`src/enpcu_map.vh`:
```
// Offsets, field positions, command codes and address map of the command unit
`ifndef ENPCU_MAP_VH
`define ENPCU_MAP_VH

// Register byte offsets on APB
`define ENPCU_OFS_RESET     8'h00
`define ENPCU_OFS_KEY       8'h04
`define ENPCU_OFS_STATUS    8'h08
`define ENPCU_OFS_CMD       8'h0C
`define ENPCU_OFS_CTL_A     8'h10
`define ENPCU_OFS_DATA      8'h14

// Field positions and reset values
`define ENPCU_ST_EN_BIT     0
`define ENPCU_ST_BUSY_BIT   1
`define ENPCU_ST_REFUSED_BIT 2
`define ENPCU_CTL_A_EX_BIT  0
`define ENPCU_RESET_SIG     8'h59
`define ENPCU_RESET_RST     8'h00
`define ENPCU_CMD_RST       7'h00
`define ENPCU_DATA_RST      32'h0000_0000

// Trigger classes
`define ENPCU_TRG_NONE      2'h0
`define ENPCU_TRG_EXEC      2'h1
`define ENPCU_TRG_READ      2'h2
`define ENPCU_TRG_WRITE     2'h3

// Command codes
`define ENPCU_C_NOP         7'h00
`define ENPCU_C_CHIP_ERASE  7'h40
`define ENPCU_C_READ_STORE  7'h43
`define ENPCU_C_FBUF_LOAD   7'h23
`define ENPCU_C_FBUF_ERASE  7'h26
`define ENPCU_C_FPG_ERASE   7'h2B
`define ENPCU_C_FPG_WRITE   7'h2E
`define ENPCU_C_FPG_EW      7'h2F
`define ENPCU_C_FLASH_CRC   7'h78
`define ENPCU_C_APP_ERASE   7'h20
`define ENPCU_C_APG_ERASE   7'h22
`define ENPCU_C_APG_WRITE   7'h24
`define ENPCU_C_APG_EW      7'h25
`define ENPCU_C_APP_CRC     7'h38
`define ENPCU_C_BOOT_ERASE  7'h68
`define ENPCU_C_BPG_ERASE   7'h2A
`define ENPCU_C_BPG_WRITE   7'h2C
`define ENPCU_C_BPG_EW      7'h2D
`define ENPCU_C_BOOT_CRC    7'h39
`define ENPCU_C_USIG_READ   7'h01
`define ENPCU_C_USIG_ERASE  7'h18
`define ENPCU_C_USIG_WRITE  7'h1A
`define ENPCU_C_CAL_READ    7'h02
`define ENPCU_C_FUSE_READ   7'h07
`define ENPCU_C_FUSE_WRITE  7'h4C
`define ENPCU_C_LOCK_WRITE  7'h08
`define ENPCU_C_EBUF_LOAD   7'h33
`define ENPCU_C_EBUF_ERASE  7'h36
`define ENPCU_C_EE_ERASE    7'h30
`define ENPCU_C_EPG_ERASE   7'h32
`define ENPCU_C_EPG_WRITE   7'h34
`define ENPCU_C_EPG_EW      7'h35
`define ENPCU_C_EE_READ     7'h06

// Linear debug address map (byte addresses) and region codes
`define ENPCU_BASE_FLASH    24'h80_0000
`define ENPCU_BASE_EEPROM   24'h8C_0000
`define ENPCU_BASE_FUSE     24'h8F_0020
`define ENPCU_BASE_SIG      24'h8E_0200
`define ENPCU_RG_NONE       3'h0
`define ENPCU_RG_FLASH      3'h1
`define ENPCU_RG_EEPROM     3'h2
`define ENPCU_RG_FUSE       3'h3
`define ENPCU_RG_SIG        3'h4
`define ENPCU_PAGE_BITS     9

`endif

```
`src/enpcu_top.v`:
```
// Nonvolatile store command unit as reached from the program/debug port
//////////////////////////////////////////////////////////////////////////////
// Contract
// Programmer writes signature, key, then polls enable
// Memory path usable only while enabled flag set
// All memories mapped into linear debug space
// Programmer loads matching command before any access
// All debug addresses are byte addresses
// Page buffer slot from low address bits
// Programmer keeps loads and writes within page
// Busy erase or write blocks every read
// Execute bit starts action-triggered commands
// Debug bus read runs read-triggered command
// Debug bus write runs write-triggered command
// Both locks set allow only chip erase, CRC
// Chip erase by execute, busy, fuse keeps EEPROM
// Flash buffer load by write, erase by execute
// Flash page erase/write by bus write, busy
// Flash, application, boot checksum commands set busy
// Application section erase/page commands by write, busy
// Boot section erase/page commands by write, busy
// Signature/calibration read by read, signature erase/write busy
// EEPROM buffer load by write, erase by execute
// EEPROM erase by execute, page commands by write
// Chip erase, flash checksum drop the enabled flag
// Zero or unknown command does nothing
//////////////////////////////////////////////////////////////////////////////
`include "enpcu_map.vh"
//////////////////////////////////////////////////////////////////////////////
// Register map, one aligned 32-bit word each
//   0x00 reset signature, bits 7:0, read back
//   0x04 key, write only, reads zero
//   0x08 status: bit 0 enabled, 1 busy, 2 refused
//   0x0C command code, bits 6:0, read back
//   0x10 control A: bit 0 execute, reads zero
//   0x14 data: back end word of last execute
// Unmapped offsets answer with error, drop writes
//
// Enabling sequence
//   Signature first, then the key; a key written
//   without the signature in place is not kept
//   Enabled rises one edge after the key write
//   Any other signature value drops it again
//   Trade-off: one extra cycle keeps it a flop
//
// Trigger classes
//   Execute: control A write with bit 0 set
//   Read: a debug bus load while enabled
//   Write: a debug bus store while enabled
//   None: zero or unknown codes never start
//   Execute wins over a debug request
//
// Debug bus handshake
//   Request fields held until ack
//   Start pulse one cycle after the take
//   Ack one cycle after back end done
//   Refused requests: ack with error next cycle
//   Ack and error last one cycle each
//   Request high on the ack cycle not retaken
//
// Busy handling
//   Busy follows the command table, set at start
//   Cleared at the edge after done
//   Non-busy loads still wait for done
//   New requests stall while a command that keeps the path runs,
//   which keeps reads away from a busy store
//
// Lock handling
//   Both locks: only chip erase and flash sum
//   Anything else sets the refused flag
//   Refused cleared by writing 1 to status bit 2
//   A refusal in the clearing cycle wins
//
// Bus loss
//   Chip erase and flash sum take the path away
//   Enabled reads zero until back end done
//   Requests meanwhile get an error ack
//
// Address handling
//   Full byte address selects the region
//   Low nine bits pick the page buffer slot
//   Page crossings not corrected here; the
//   programmer keeps accesses inside a page
//
// Back end outputs
//   Command, address, data are flops held
//   until the next start; address fields move
//   only for debug-triggered commands, so an
//   execute sees the last debug address
//   Keep-EEPROM follows the fuse, chip erase only
//
// Limitations
//   One outstanding request at a time
//   No wait states on the register bus
//   Read data latched in the setup cycle
//   Flash word pairing left to the back end
//   Key value is a parameter, arbitrary default
//   No interrupt; software polls status
//   A refused command never sets busy
//
// Reset
//   Synchronous, active low; flops to zero
//   First request at the first edge after it

module enpcu_top #(
   parameter [31:0] KEY_VALUE = 32'h0123_4567   // Arbitrary key value
) (
   input  wire        clk,
   input  wire        rstn,
   // APB slave
   input  wire [7:0]  paddr,
   input  wire        psel,
   input  wire        penable,
   input  wire        pwrite,
   input  wire [31:0] pwdata,
   output reg  [31:0] prdata,
   output wire        pready,
   output wire        pslverr,
   // Debug memory bus from the program/debug port
   input  wire        dbg_req,
   input  wire        dbg_we,
   input  wire [23:0] dbg_addr,
   input  wire [7:0]  dbg_wdata,
   output reg  [7:0]  dbg_rdata,
   output reg         dbg_ack,
   output reg         dbg_err,
   // Lock bits and fuse
   input  wire        read_lock,
   input  wire        write_lock,
   input  wire        eeprom_preserve_fuse,
   // Memory back end
   output reg         mem_start,
   output reg  [6:0]  mem_cmd,
   output reg  [23:0] mem_addr,
   output reg  [2:0]  mem_region,
   output reg  [8:0]  mem_buf_idx,
   output reg  [7:0]  mem_wdata,
   output reg         mem_keep_eeprom,
   input  wire        mem_done,
   input  wire [31:0] mem_rdata
);

   localparam ST_IDLE = 1'b0;
   localparam ST_RUN  = 1'b1;

   //////////////////////////////////////////////////////////////////////////
   // Command decode: {trigger class, sets busy}
   function [2:0] cmd_class;
      input [6:0] c;
      begin
         case (c)
            `ENPCU_C_CHIP_ERASE : cmd_class = {`ENPCU_TRG_EXEC, 1'b1};
            `ENPCU_C_READ_STORE,
            `ENPCU_C_FUSE_READ,
            `ENPCU_C_EE_READ    : cmd_class = {`ENPCU_TRG_READ, 1'b0};
            `ENPCU_C_FBUF_LOAD  : cmd_class = {`ENPCU_TRG_WRITE, 1'b0};
            `ENPCU_C_FBUF_ERASE : cmd_class = {`ENPCU_TRG_EXEC, 1'b1};
            `ENPCU_C_FPG_ERASE,
            `ENPCU_C_FPG_WRITE,
            `ENPCU_C_FPG_EW     : cmd_class = {`ENPCU_TRG_WRITE, 1'b1};
            `ENPCU_C_FLASH_CRC,
            `ENPCU_C_APP_CRC,
            `ENPCU_C_BOOT_CRC   : cmd_class = {`ENPCU_TRG_EXEC, 1'b1};
            `ENPCU_C_APP_ERASE,
            `ENPCU_C_APG_ERASE,
            `ENPCU_C_APG_WRITE,
            `ENPCU_C_APG_EW     : cmd_class = {`ENPCU_TRG_WRITE, 1'b1};
            `ENPCU_C_BOOT_ERASE,
            `ENPCU_C_BPG_ERASE,
            `ENPCU_C_BPG_WRITE,
            `ENPCU_C_BPG_EW     : cmd_class = {`ENPCU_TRG_WRITE, 1'b1};
            `ENPCU_C_USIG_READ,
            `ENPCU_C_CAL_READ   : cmd_class = {`ENPCU_TRG_READ, 1'b0};
            `ENPCU_C_USIG_ERASE,
            `ENPCU_C_USIG_WRITE : cmd_class = {`ENPCU_TRG_WRITE, 1'b1};
            `ENPCU_C_FUSE_WRITE : cmd_class = {`ENPCU_TRG_WRITE, 1'b1};
            `ENPCU_C_LOCK_WRITE : cmd_class = {`ENPCU_TRG_EXEC, 1'b1};
            `ENPCU_C_EBUF_LOAD  : cmd_class = {`ENPCU_TRG_WRITE, 1'b0};
            `ENPCU_C_EBUF_ERASE : cmd_class = {`ENPCU_TRG_EXEC, 1'b1};
            `ENPCU_C_EE_ERASE   : cmd_class = {`ENPCU_TRG_EXEC, 1'b1};
            `ENPCU_C_EPG_ERASE,
            `ENPCU_C_EPG_WRITE,
            `ENPCU_C_EPG_EW     : cmd_class = {`ENPCU_TRG_WRITE, 1'b1};
            default             : cmd_class = {`ENPCU_TRG_NONE, 1'b0};
         endcase
      end
   endfunction

   // Region from the full byte address; order matters, highest base first
   function [2:0] addr_region;
      input [23:0] a;
      begin
         if (a >= `ENPCU_BASE_FUSE)
            addr_region = `ENPCU_RG_FUSE;
         else if (a >= `ENPCU_BASE_SIG)
            addr_region = `ENPCU_RG_SIG;
         else if (a >= `ENPCU_BASE_EEPROM)
            addr_region = `ENPCU_RG_EEPROM;
         else if (a >= `ENPCU_BASE_FLASH)
            addr_region = `ENPCU_RG_FLASH;
         else
            addr_region = `ENPCU_RG_NONE;
      end
   endfunction

   //////////////////////////////////////////////////////////////////////////
   // State
   reg  [7:0]  reset_r;
   reg         key_ok_r;
   reg         en_r;
   reg         off_r;
   reg         busy_r;
   reg         refused_r;
   reg  [6:0]  cmd_r;
   reg  [31:0] data_r;
   reg         state_r;
   reg         src_dbg_r;
   reg         src_rd_r;

   wire        apb_acc   = psel & penable;
   wire        apb_wr    = apb_acc & pwrite;
   wire        enabled   = en_r & ~off_r;
   wire        sig_ok    = (reset_r == `ENPCU_RESET_SIG);
   wire [2:0]  cls       = cmd_class(cmd_r);
   wire [1:0]  trg       = cls[2:1];
   wire        lock_ok   = ~(read_lock & write_lock) | (cmd_r == `ENPCU_C_CHIP_ERASE) |
                           (cmd_r == `ENPCU_C_FLASH_CRC);
   wire        wr_ctl_a  = apb_wr & (paddr == `ENPCU_OFS_CTL_A);
   // No change protection for external programming: a plain write starts it
   wire        exec_hit  = (state_r == ST_IDLE) & wr_ctl_a & pwdata[`ENPCU_CTL_A_EX_BIT] &
                           (trg == `ENPCU_TRG_EXEC);
   wire        dbg_new   = dbg_req & ~dbg_ack;
   wire        dbg_match = dbg_we ? (trg == `ENPCU_TRG_WRITE) : (trg == `ENPCU_TRG_READ);
   wire        dbg_hit   = (state_r == ST_IDLE) & dbg_new & enabled & ~exec_hit;
   wire        go        = exec_hit | (dbg_hit & dbg_match);
   wire        refuse    = go & ~lock_ok;

   //////////////////////////////////////////////////////////////////////////
   // APB decode; zero wait states, read data latched in the setup cycle
   function mapped;
      input [7:0] a;
      begin
         mapped = (a == `ENPCU_OFS_RESET) | (a == `ENPCU_OFS_KEY) | (a == `ENPCU_OFS_STATUS) |
                  (a == `ENPCU_OFS_CMD) | (a == `ENPCU_OFS_CTL_A) | (a == `ENPCU_OFS_DATA);
      end
   endfunction

   assign pready  = 1'b1;
   assign pslverr = apb_acc & ~mapped(paddr);   // Unmapped: error, write dropped

   // Read mux into a flop so prdata is stable in the access cycle
   always @(posedge clk) begin
      if (!rstn) begin
         prdata <= 32'h0000_0000;
      end else if (psel & ~penable) begin
         case (paddr)
            `ENPCU_OFS_RESET  : prdata <= {24'h00_0000, reset_r};
            `ENPCU_OFS_STATUS : prdata <= {29'h0000_0000, refused_r, busy_r, enabled};
            `ENPCU_OFS_CMD    : prdata <= {25'h000_0000, cmd_r};
            `ENPCU_OFS_DATA   : prdata <= data_r;
            default           : prdata <= 32'h0000_0000;   // Key and control A read zero
         endcase
      end
   end

   //////////////////////////////////////////////////////////////////////////
   // Enable handshake: signature, then key, enabled one cycle after the key
   always @(posedge clk) begin
      if (!rstn) begin
         reset_r  <= `ENPCU_RESET_RST;
         key_ok_r <= 1'b0;
         en_r     <= 1'b0;
      end else begin
         if (apb_wr & (paddr == `ENPCU_OFS_RESET))
            reset_r <= pwdata[7:0];
         if (apb_wr & (paddr == `ENPCU_OFS_KEY))
            key_ok_r <= (pwdata == KEY_VALUE) & sig_ok;
         else if (!sig_ok)
            key_ok_r <= 1'b0;
         // Leaving the signature drops the interface one edge after reset_r changes
         en_r <= key_ok_r & sig_ok;
      end
   end

   //////////////////////////////////////////////////////////////////////////
   // Command register and refusal flag; refusal set wins over clear
   always @(posedge clk) begin
      if (!rstn) begin
         cmd_r     <= `ENPCU_CMD_RST;
         refused_r <= 1'b0;
      end else begin
         if (apb_wr & (paddr == `ENPCU_OFS_CMD))
            cmd_r <= pwdata[6:0];
         if (refuse)
            refused_r <= 1'b1;
         else if (apb_wr & (paddr == `ENPCU_OFS_STATUS) & pwdata[`ENPCU_ST_REFUSED_BIT])
            refused_r <= 1'b0;
      end
   end

   //////////////////////////////////////////////////////////////////////////
   // Sequencer: launch one command, hold until the back end reports done
   always @(posedge clk) begin
      if (!rstn) begin
         state_r         <= ST_IDLE;
         busy_r          <= 1'b0;
         off_r           <= 1'b0;
         src_dbg_r       <= 1'b0;
         src_rd_r        <= 1'b0;
         data_r          <= `ENPCU_DATA_RST;
         mem_start       <= 1'b0;
         mem_cmd         <= `ENPCU_CMD_RST;
         mem_addr        <= 24'h00_0000;
         mem_region      <= `ENPCU_RG_NONE;
         mem_buf_idx     <= 9'h000;
         mem_wdata       <= 8'h00;
         mem_keep_eeprom <= 1'b0;
         dbg_ack         <= 1'b0;
         dbg_err         <= 1'b0;
         dbg_rdata       <= 8'h00;
      end else begin
         mem_start <= 1'b0;
         dbg_ack   <= 1'b0;
         dbg_err   <= 1'b0;
         case (state_r)
            ST_IDLE : begin
               if (go & lock_ok) begin
                  state_r     <= ST_RUN;
                  mem_start   <= 1'b1;
                  mem_cmd     <= cmd_r;
                  busy_r      <= cls[0];
                  src_dbg_r   <= ~exec_hit;
                  src_rd_r    <= ~exec_hit & ~dbg_we;
                  // Chip erase and whole-flash checksum take the bus away
                  off_r       <= (cmd_r == `ENPCU_C_CHIP_ERASE) |
                                 (cmd_r == `ENPCU_C_FLASH_CRC);
                  mem_keep_eeprom <= (cmd_r == `ENPCU_C_CHIP_ERASE) &
                                     eeprom_preserve_fuse;
                  if (!exec_hit) begin
                     mem_addr    <= dbg_addr;
                     mem_region  <= addr_region(dbg_addr);
                     mem_buf_idx <= dbg_addr[`ENPCU_PAGE_BITS-1:0];
                     mem_wdata   <= dbg_wdata;
                  end
               end else if (dbg_hit) begin
                  // Wrong direction, no-op or unknown code: no effect; locked: refused flag set
                  dbg_ack <= 1'b1;
                  dbg_err <= 1'b1;
               end
            end
            ST_RUN : begin
               // Debug accesses wait here unless the path is taken away, so reads stall while busy
               if (mem_done) begin
                  state_r <= ST_IDLE;
                  busy_r  <= 1'b0;
                  off_r   <= 1'b0;
                  if (src_dbg_r)
                     dbg_ack <= 1'b1;
                  if (src_rd_r)
                     dbg_rdata <= mem_rdata[7:0];
                  if (!src_dbg_r)
                     data_r <= mem_rdata;                                  // Checksum result
               end
            end
            default : state_r <= ST_IDLE;
         endcase
         // Disabled interface answers at once with an error
         if (dbg_new & ~enabled & ~(state_r == ST_RUN & src_dbg_r)) begin
            dbg_ack <= 1'b1;
            dbg_err <= 1'b1;
         end
      end
   end

endmodule

```
`config.mk`:
```
export PLATFORM = sky130hd
export DESIGN_NAME = enpcu_top
export DESIGN_NICKNAME = d
export VERILOG_FILES = /design/src/enpcu_top.v
export VERILOG_INCLUDE_DIRS = /design/src
export SDC_FILE = /design/constraint.sdc
export NUM_CORES = 1
export LEC_CHECK = 0
export BUFFER_PORTS_ARGS = -buffer_cell sky130_fd_sc_hd__buf_4
export CORE_UTILIZATION = 50
export CTS_BUF_LIST = sky130_fd_sc_hd__clkbuf_8
export DETAILED_ROUTE_END_ITERATION = 10
export HOLD_SLACK_MARGIN = 0.15
export MAX_ROUTING_LAYER = met4
export PLACE_DENSITY = 0.8
export SLEW_MARGIN = 5
export SYNTH_ARGS = -nofsm -noshare
export SYNTH_HDL_FRONTEND = slang
export SYNTH_SLANG_ARGS = --single-unit
```
`constraint.sdc`:
```
create_clock -name clk -period 3.33 [get_ports clk]
set_input_delay 0.333 -clock clk [delete_from_list [all_inputs] [get_ports clk]]
set_output_delay 0.333 -clock clk [all_outputs]
set_load 0.05 [all_outputs]
```
==> results of run 1 <==
-- cells in the mapped netlist, types with 2 or more instances --
cell | count | share of area, %
sky130_fd_sc_hd__nand2_1 | 174 | 11
sky130_fd_sc_hd__dfxtp_1 | 144 | 47
sky130_fd_sc_hd__a21oi_1 | 118 | 9.5
sky130_fd_sc_hd__nor2_1 | 47 | 2.8
sky130_fd_sc_hd__clkbuf_1 | 32 | 1.9
sky130_fd_sc_hd__nand3_1 | 32 | 2.6
sky130_fd_sc_hd__mux2i_1 | 29 | 4.7
sky130_fd_sc_hd__a22oi_1 | 12 | 1.5
sky130_fd_sc_hd__buf_4 | 12 | 1.5
sky130_fd_sc_hd__buf_2 | 9 | 0.73
sky130_fd_sc_hd__inv_1 | 8 | 0.48
sky130_fd_sc_hd__nand2b_1 | 8 | 0.81
sky130_fd_sc_hd__nand4_1 | 8 | 0.81
sky130_fd_sc_hd__nor3_1 | 7 | 0.57
sky130_fd_sc_hd__nor4_1 | 7 | 0.71
sky130_fd_sc_hd__buf_6 | 6 | 1.1
sky130_fd_sc_hd__mux2_2 | 6 | 1.1
sky130_fd_sc_hd__nor4b_1 | 6 | 0.85
sky130_fd_sc_hd__and2_1 | 5 | 0.50
sky130_fd_sc_hd__and3_1 | 5 | 0.50
sky130_fd_sc_hd__o21ai_0 | 5 | 0.40
sky130_fd_sc_hd__ha_1 | 4 | 0.81
sky130_fd_sc_hd__nor2b_1 | 4 | 0.40
sky130_fd_sc_hd__xnor2_1 | 4 | 0.57
sky130_fd_sc_hd__nand3b_1 | 3 | 0.36
sky130_fd_sc_hd__or3_1 | 3 | 0.30
sky130_fd_sc_hd__and3b_1 | 2 | 0.28
sky130_fd_sc_hd__and4b_1 | 2 | 0.32
sky130_fd_sc_hd__mux2i_2 | 2 | 0.44
sky130_fd_sc_hd__nand3_2 | 2 | 0.32
sky130_fd_sc_hd__nor3b_1 | 2 | 0.24
sky130_fd_sc_hd__nor4b_2 | 2 | 0.48
sky130_fd_sc_hd__nor4bb_1 | 2 | 0.32
sky130_fd_sc_hd__o41ai_1 | 2 | 0.28
sky130_fd_sc_hd__or3_4 | 2 | 0.36
-- registers in the layout (all words and copies together) (netlist names), 3 cells and up --
signal	cells
cls	3
cmd_r	7
data_r	32
dbg_rdata	8
mem_addr	24
mem_cmd	7
mem_region	3
mem_wdata	8
prdata	32
reset_r	8
-- power by group through the flow --
| stage | combinational (mW) | clock (mW) | sequential, mW |
|---|---|---|---|
| 6_report | 0.285 | 1.40 | 1.72 |
| 5_1_grt | 0.301 | 1.50 | 1.72 |
| 4_1_cts | 0.281 | 1.42 | 1.72 |
| 3_5_place_dp | 0.217 | 0 | 1.76 |
| 3_3_place_gp | 0.216 | 0 | 1.76 |
| 2_1_floorplan | 0.0731 | 0 | 1.77 |
-- critical path: cells and delay by family --
family	cells	cell delay, ns
buffers and inverters	2	0.24
AND/OR/NAND/NOR	4	1.05
AO/OA/AOI/OAI	4	0.75
multiplexers	1	0.27
adder cells (fa/ha/maj)	1	0.23
-- cell type report --
| cell class | instances | area share (%) |
|---|---|---|
| Inverter | 8 | 0.3697 |
| Timing Repair Buffer | 286 | 26.25 |
| Sequential cell | 144 | 32.76 |
| Clock buffer | 25 | 3.911 |
| Tap cell | 168 | 2.389 |
| Multi-Input combinational cell | 532 | 33.53 |
| Clock inverter | 6 | 0.7821 |
-- logic make-up (layout without fill, tap and decap cells) --
logic type                 count (synthesis)  in the layout  share of synthesized area, %
and+or+nand+nor                          332            332                         25.59
xor gates and xnor gates                   4              4                        0.5655
AOI/OAI and AO/OA                        154            154                         14.12
muxes                                     37             37                         6.221
buffers and inverters                     69            325                         6.100
adders and majority gates                  4              4                        0.8079
other                                      1              1                       0.06054
DFF                                      144            144                         46.54
-- worst paths after layout --
path / depth (start not counted) / slack [ns] / end / start
setup / recovery: 12 / 0.81 / cls[0] / paddr[5]
hold / removal: 3 / 0.18 / reset_r[5] / pwdata[5]
setup reg to reg: 7 / 0.94 / mem_addr[8] / cmd_r[6]
hold reg to reg: 2 / 0.44 / busy_r / cls[0]
-- per-layer routing --
layer	up-vias	part of all wire (%)	global-route usage (%)
met2	288	49	49.86
met5	-	0	-
met4	0	3.1	13.77
li1	3031	-	-
met3	49	7.3	7.070
met1	2885	41	34.89
-- per-stage QoR --
step | util (%) | std cells
5_1_grt | 72.95 | 1169
6_report | 72.95 | 1169
3_3_place_gp | 64.13 | 1073
3_5_place_dp | 64.13 | 1073
2_1_floorplan | - | 745
4_1_cts | 72.95 | 1169
-- timing repair --
action,4_1_cts,5_1_grt
gates resized for setup,0,0
hold endpoints to repair,73,0
hold buffers,65,0
==> summary.md, run 1 <==
| Metric | Value |
|---|---|
| Hold Violations, Final | `0` |
| Final-layout setup total negative slack | `0 ns` |
| Die Outline Area | `12840 um2` |
| Layout net count | `1108` |
| Count of endpoints failing setup in the final report | `0` |
| Crit path largest cell delay | `0.47 ns` |
| Layout Area Growth over Synthesis | `42.03%` |
| Clock tree skew after final layout | `0.01089 ns` |
| Number of sinks handled by clock tree synthesis | `144` |
| Initial drt markers | `655` |
| DR vias/cell | `5.349` |
| Hold_ws | `0.1850 ns` |
| Async set-reset flop share out of synthesis | `0%` |
| Area of combinational cells with multiple inputs | `2950 um2` |
| Post-CTS setup buffers | `0` |
| Sw power | `0.7747 mW` |
| Post-synthesis instance total | `745` |
| Clock transition at the register clock pins on the worst setup and hold paths after CTS | `0.08 ns` |
| Share of power burned in the clock network | `41.1%` |
| Number of remaining DRC errors | `0` |
| Cell area reported after detailed placement | `7735 um2` |
| Number of iterations in the first detailed-routing pass | `5` |
| Number of distinct library cell variants in the gate-level netlist after synthesis | `64` |
| Area of the core | `12060 um2` |
| Share of the clock period used by the worst path after layout | `75.79%` |
| Required @ worst endpoint | `3.69 ns` |
| Kind of capture point of the worst setup path | `flop` |
| Most instantiated flip-flop cell in the synthesis netlist | `sky130_fd_sc_hd__dfxtp_1` |
| Floorplan row count | `40` |
| Power density over the cells | `387.3 nW/um2` |
| Mapped Avg Cell Area | `8.315 um2` |
| Sequence of cells on the critical path | `buf_4 -> nor4b_1 -> and3_1 -> mux2i_1 -> nor2_1 -> inv_1 -> ha_1 -> nand2b_1 -> a21oi_1 -> o41ai_1 -> a21oi_1 -> o21ai_0` |
| Synth Register Bits | `144` |
| Leakage power figure | `3.516 nW` |
| Overall routed net length | `18570 um` |
| Final global-route overflow total | `0` |
| Share of final-layout standard cells stronger than drive strength 1 | `28.07%` |
| Setup Slack @ Placement | `0.3821 ns` |
| Post-synthesis instance area | `6195 um2` |
| Sequential cell area in the final layout | `2883 um2` |
| Port-buffer cells | `210` |
| TritonCTS Buffers | `17` |
| Unrepaired setup endpoints after global routing | `no` |
| Fraction of power consumed by sequential logic | `50.6%` |
| Final weighted congestion of routability-driven global placement | `0.9207` |
| Maximum clock path buffer count | `2` |
| Total power draw | `3.408 mW` |
| Post-detailed-route count of antenna-violating nets | `0` |
| Half-perimeter wire length after detailed placement | `12060 um` |
| Final Max Slew Viols | `0` |
| Mapped Nets | `864` |
| Wire length of the first global-routing pass | `29420 um` |
| Arrival time worst endpoint | `2.88 ns` |
| TritonCTS clock tree | `yes` |
| Clock root buffer master | `sky130_fd_sc_hd__clkbuf_8` |
| Min Tclk post-route | `2.524 ns` |
| Die width | `113.3 um` |
| WL per Instance | `15.88 um` |
| Cell repeated most along the worst path | `sky130_fd_sc_hd__a21oi_1` |
| Worst VDD drop | `280.3 uV` |
| Max Fanout on Critical Path | `7` |
| Outcome | `finished, final reports clean` |
| Synth warn | `0` |
| Slowest library cell on the worst path | `sky130_fd_sc_hd__o41ai_1` |
| Highest-count cells in the layout ignoring fill and taps | `sky130_fd_sc_hd__buf_4, sky130_fd_sc_hd__nand2_1, sky130_fd_sc_hd__dfxtp_1` |
| Final setup margin | `0.8063 ns` |
| Relative contribution of combinational cells to total power | `8.4%` |
| Initial core utilization | `51.36%` |
| Critical Setup Path Class | `in -> reg` |
| Overall die height | `113.3 um` |
| Maximum operating frequency | `396.3 MHz` |
| Number of max-cap violations | `0` |
| Actual slew at the worst max-slew pin | `0.8928 ns` |
| Ports placed on the boundary | `212` |
| Number of antenna diodes | `0` |
| Type of the most critical hold path | `in -> reg` |
| Global routing usage summed across all routing layers | `30.20%` |
| Relative slew margins | `39.99%` |
| Number of enable flip-flop cells after synthesis | `0` |
| Sequential area share after synthesis | `46.54%` |
| Detailed-route via count | `6253` |
| Largest net degree at the start of global routing | `84` |
| Clk_lat worst skew | `0.44 ns` |
| Number of levels in the clock H-tree | `4` |
| Layout fillers | `930` |
| Leading cell type in the layout, fill and taps excluded | `sky130_fd_sc_hd__buf_4` |
| Int Power | `2.633 mW` |
| Number of global-route vias before repair | `5901` |
| Final instance area | `8798 um2` |
| Crit start category | `input port` |
| Number of antenna violations at the first check in global routing | `0` |
| Switch share | `22.73%` |
No activity file was read; power rests on OpenSTA's default activity.
==> run 2: changes to the inputs <==
--- a/config.mk
+++ b/config.mk
@@ -6,6 +6,7 @@
 export SDC_FILE = /design/constraint.sdc
 export NUM_CORES = 1
 export LEC_CHECK = 0
+export ABC_AREA = 1
 export BUFFER_PORTS_ARGS = -buffer_cell sky130_fd_sc_hd__buf_4
 export CORE_UTILIZATION = 50
 export CTS_BUF_LIST = sky130_fd_sc_hd__clkbuf_8
==> constraint.sdc (replaced) <==
create_clock -name clk -period 2.6 [get_ports clk]
set_input_delay 0.26 -clock clk [delete_from_list [all_inputs] [get_ports clk]]
set_output_delay 0.26 -clock clk [all_outputs]
set_load 0.05 [all_outputs]
==> summary.md, run 2 <==
| Metric | Value |
|---|---|
| Arrival time worst endpoint | `2.52 ns` |
| Number of remaining DRC errors | `0` |
| Yosys top cell by area | `sky130_fd_sc_hd__dfxtp_1` |
| Post-synth top area share | `46.97%` |
| Initial core utilization | `51.09%` |
| Die Outline Area | `12720 um2` |
| Layout net count | `1203` |
| Count of endpoints failing setup in the final report | `0` |
| Maximum clock path buffer count | `2` |
| Largest registers | `data_r (32), prdata (32), mem_addr (24)` |
| Unrepaired setup endpoints after global routing | `no` |
| Post-synthesis instance area | `6137 um2` |
| Maximum operating frequency | `466.0 MHz` |
| WL per Instance | `15.14 um` |
| Post-CTS setup buffers | `0` |
| Power density over the cells | `539.4 nW/um2` |
| Relative slew margins | `55.84%` |
| Post-cts gate resize count | `0` |
| Number of placed instances with taps included | `1134` |
| Total power draw | `4.840 mW` |
| Async set-reset flop share out of synthesis | `0%` |
| Synth Register Bits | `144` |
| Number of global-route vias before repair | `6173` |
| Number of sinks handled by clock tree synthesis | `144` |
| Final-layout setup total negative slack | `0 ns` |
| Top post-synthesis cells by area | `sky130_fd_sc_hd__dfxtp_1, sky130_fd_sc_hd__nand2_1, sky130_fd_sc_hd__a21oi_1` |
| Number of levels in the clock H-tree | `4` |
| Cell with the most instances after synthesis | `sky130_fd_sc_hd__nand2_1` |
| Number of antenna violations at the first check in global routing | `0` |
| Overall die height | `112.8 um` |
| Final Max Slew Viols | `0` |
| Die width | `112.8 um` |
| Mapped Nets | `937` |
| Mapped Avg Cell Area | `7.503 um2` |
| Highest-count cells in the layout ignoring fill and taps | `sky130_fd_sc_hd__buf_4, sky130_fd_sc_hd__nand2_1, sky130_fd_sc_hd__dfxtp_1` |
| Clock root buffer master | `sky130_fd_sc_hd__clkbuf_8` |
| Critical Setup Path Class | `in -> reg` |
| Largest net degree at the start of global routing | `47` |
| Min Tclk post-route | `2.146 ns` |
| Half-perimeter wire length after detailed placement | `12370 um` |
| Post-detailed-route count of antenna-violating nets | `0` |
| Number of distinct library cell variants in the gate-level netlist after synthesis | `42` |
| Worst reg-to-reg setup slack | `0.56 ns` |
| Actual slew at the worst max-slew pin | `0.6605 ns` |
| Worst VDD drop | `386.2 uV` |
| DR vias/cell | `5.247` |
| Global routing usage summed across all routing layers | `31.13%` |
| Area of the core | `12010 um2` |
| Ports placed on the boundary | `212` |
| Crit path largest cell delay | `0.55 ns` |
| TritonCTS Buffers | `17` |
| Number of enable flip-flop cells after synthesis | `0` |
| Floorplan row count | `40` |
| Most instantiated flip-flop cell in the synthesis netlist | `sky130_fd_sc_hd__dfxtp_1` |
| Number of iterations in the first detailed-routing pass | `6` |
| Final weighted congestion of routability-driven global placement | `0.9796` |
| Outcome | `finished, final reports clean` |
| Leakage power figure | `4.056 nW` |
| Share of the clock period used by the worst path after layout | `82.54%` |
| Sequential area share after synthesis | `46.97%` |
| Slowest library cell on the worst path | `sky130_fd_sc_hd__dlygate4sd3_1` |
| Final core utilization | `74.70%` |
| Layout Area Growth over Synthesis | `46.20%` |
| Number of antenna diodes | `0` |
| Initial drt markers | `612` |
| Number of buffers added to fix hold violations after cts | `78` |
| Synth warn | `0` |
| Top post-synthesis cells by count | `sky130_fd_sc_hd__nand2_1, sky130_fd_sc_hd__dfxtp_1, sky130_fd_sc_hd__a21oi_1, sky130_fd_sc_hd__nor2_1, sky130_fd_sc_hd__o21ai_0` |
| Overall routed net length | `18840 um` |
| Layout fillers | `873` |
| Clock transition at the register clock pins on the worst setup and hold paths after CTS | `0.08 ns` |
| Final global-route overflow total | `0` |
| Share of final-layout standard cells stronger than drive strength 1 | `27.07%` |
| Hold Violations, Final | `0` |
| Clock tree skew after final layout | `0.01123 ns` |
| Required @ worst endpoint | `2.97 ns` |
| Final setup margin | `0.4539 ns` |
| Post-synthesis instance total | `818` |
| Number of max-cap violations | `0` |
| Sequence of cells on the critical path | `dlygate4sd3_1 -> buf_4 -> inv_1 -> o21ai_0 -> a211oi_2 -> nand3_2 -> inv_2 -> nand2_1 -> a21oi_1` |
| Kind of capture point of the worst setup path | `flop` |
| Clk_lat worst skew | `0.45 ns` |
| Type of the most critical hold path | `in -> reg` |
| Final standard cell count with taps included and fillers excluded | `1244` |
| Crit start category | `input port` |
| Setup Slack @ Placement | `0.4746 ns` |
| TritonCTS clock tree | `yes` |
| Detailed-route via count | `6527` |
| Leading cell type in the layout, fill and taps excluded | `sky130_fd_sc_hd__buf_4` |
| Wire length of the first global-routing pass | `30060 um` |
| Max Fanout on Critical Path | `40` |
| Port-buffer cells | `210` |
-- run 2: cell count changes after synthesis, moves of 10 or more --
cell | previous run | this run
sky130_fd_sc_hd__a21oi_1 | 118 | 100
sky130_fd_sc_hd__a22oi_1 | 12 | 0
sky130_fd_sc_hd__o21ai_1 | 1 | 14
sky130_fd_sc_hd__inv_2 | 0 | 10
sky130_fd_sc_hd__inv_1 | 8 | 55
sky130_fd_sc_hd__o21ai_0 | 5 | 81
sky130_fd_sc_hd__nor2_1 | 47 | 81
sky130_fd_sc_hd__nand3_1 | 32 | 21
sky130_fd_sc_hd__mux2i_1 | 29 | 0
-- run 2: report_power, final --
part / internal (mW) / total, mW / switching, mW
Combinational: 0.246 / 0.508 / 0.263
Clock: 1.27 / 2.09 / 0.826
Sequential: 2.23 / 2.24 / 0.0127
-- run 2: cell type report --
| type | instances | area [um2] | area share [%] |
|---|---|---|---|
| Clock buffer | 22 | 302.8 | 3.375 |
| Tap cell | 147 | 183.9 | 2.050 |
| Sequential cell | 144 | 2883 | 32.13 |
| Inverter | 67 | 252.7 | 2.817 |
| Multi-Input combinational cell | 558 | 2753 | 30.68 |
| Timing Repair Buffer | 296 | 2417 | 26.94 |
| Clock inverter | 10 | 180.2 | 2.008 |
-- run 2: final timing paths --
kind / startpoint / endpoint / cells after the start
min reg2reg: cls[0] / busy_r / 2
min: paddr[3] / key_ok_r / 3
max: dbg_we / mem_addr[14] / 9
max reg2reg: cmd_r[5] / mem_addr[14] / 9
-- run 2: per-layer routing --
metal	global-route usage [%]	wire [um]
met4	14.84	610
met3	6.909	1367
met5	-	0
met2	51.81	9033
met1	35.65	7825
-- run 2: logic make-up (layout without fill, tap and decap cells) --
logic type | Yosys count | count (layout) | synth area share (%)
AND/OR/NAND/NOR | 343 | 343 | 25.89
AO/OA/AOI/OAI | 210 | 210 | 17.92
flip-flops | 144 | 144 | 46.97
buffers and inverters | 116 | 395 | 8.338
adder cells (fa/ha/maj) | 4 | 4 | 0.8155
other | 1 | 1 | 0.06110
-- run 2: critical path, delay by kind of cell --
family / cells / cell delay [ns]
compound gates: 3 / 0.55
simple gates: 2 / 0.38
buf+inv: 4 / 1.30
-- run 2: per-stage QoR --
stage          instance area, um2  hold slack, ns
2_1_floorplan                6137          0.3949
3_3_place_gp                 7709          0.4243
3_5_place_dp                 7709          0.4197
4_1_cts                      8972          0.1574
5_1_grt                      8972          0.1793
6_report                     8972          0.1902
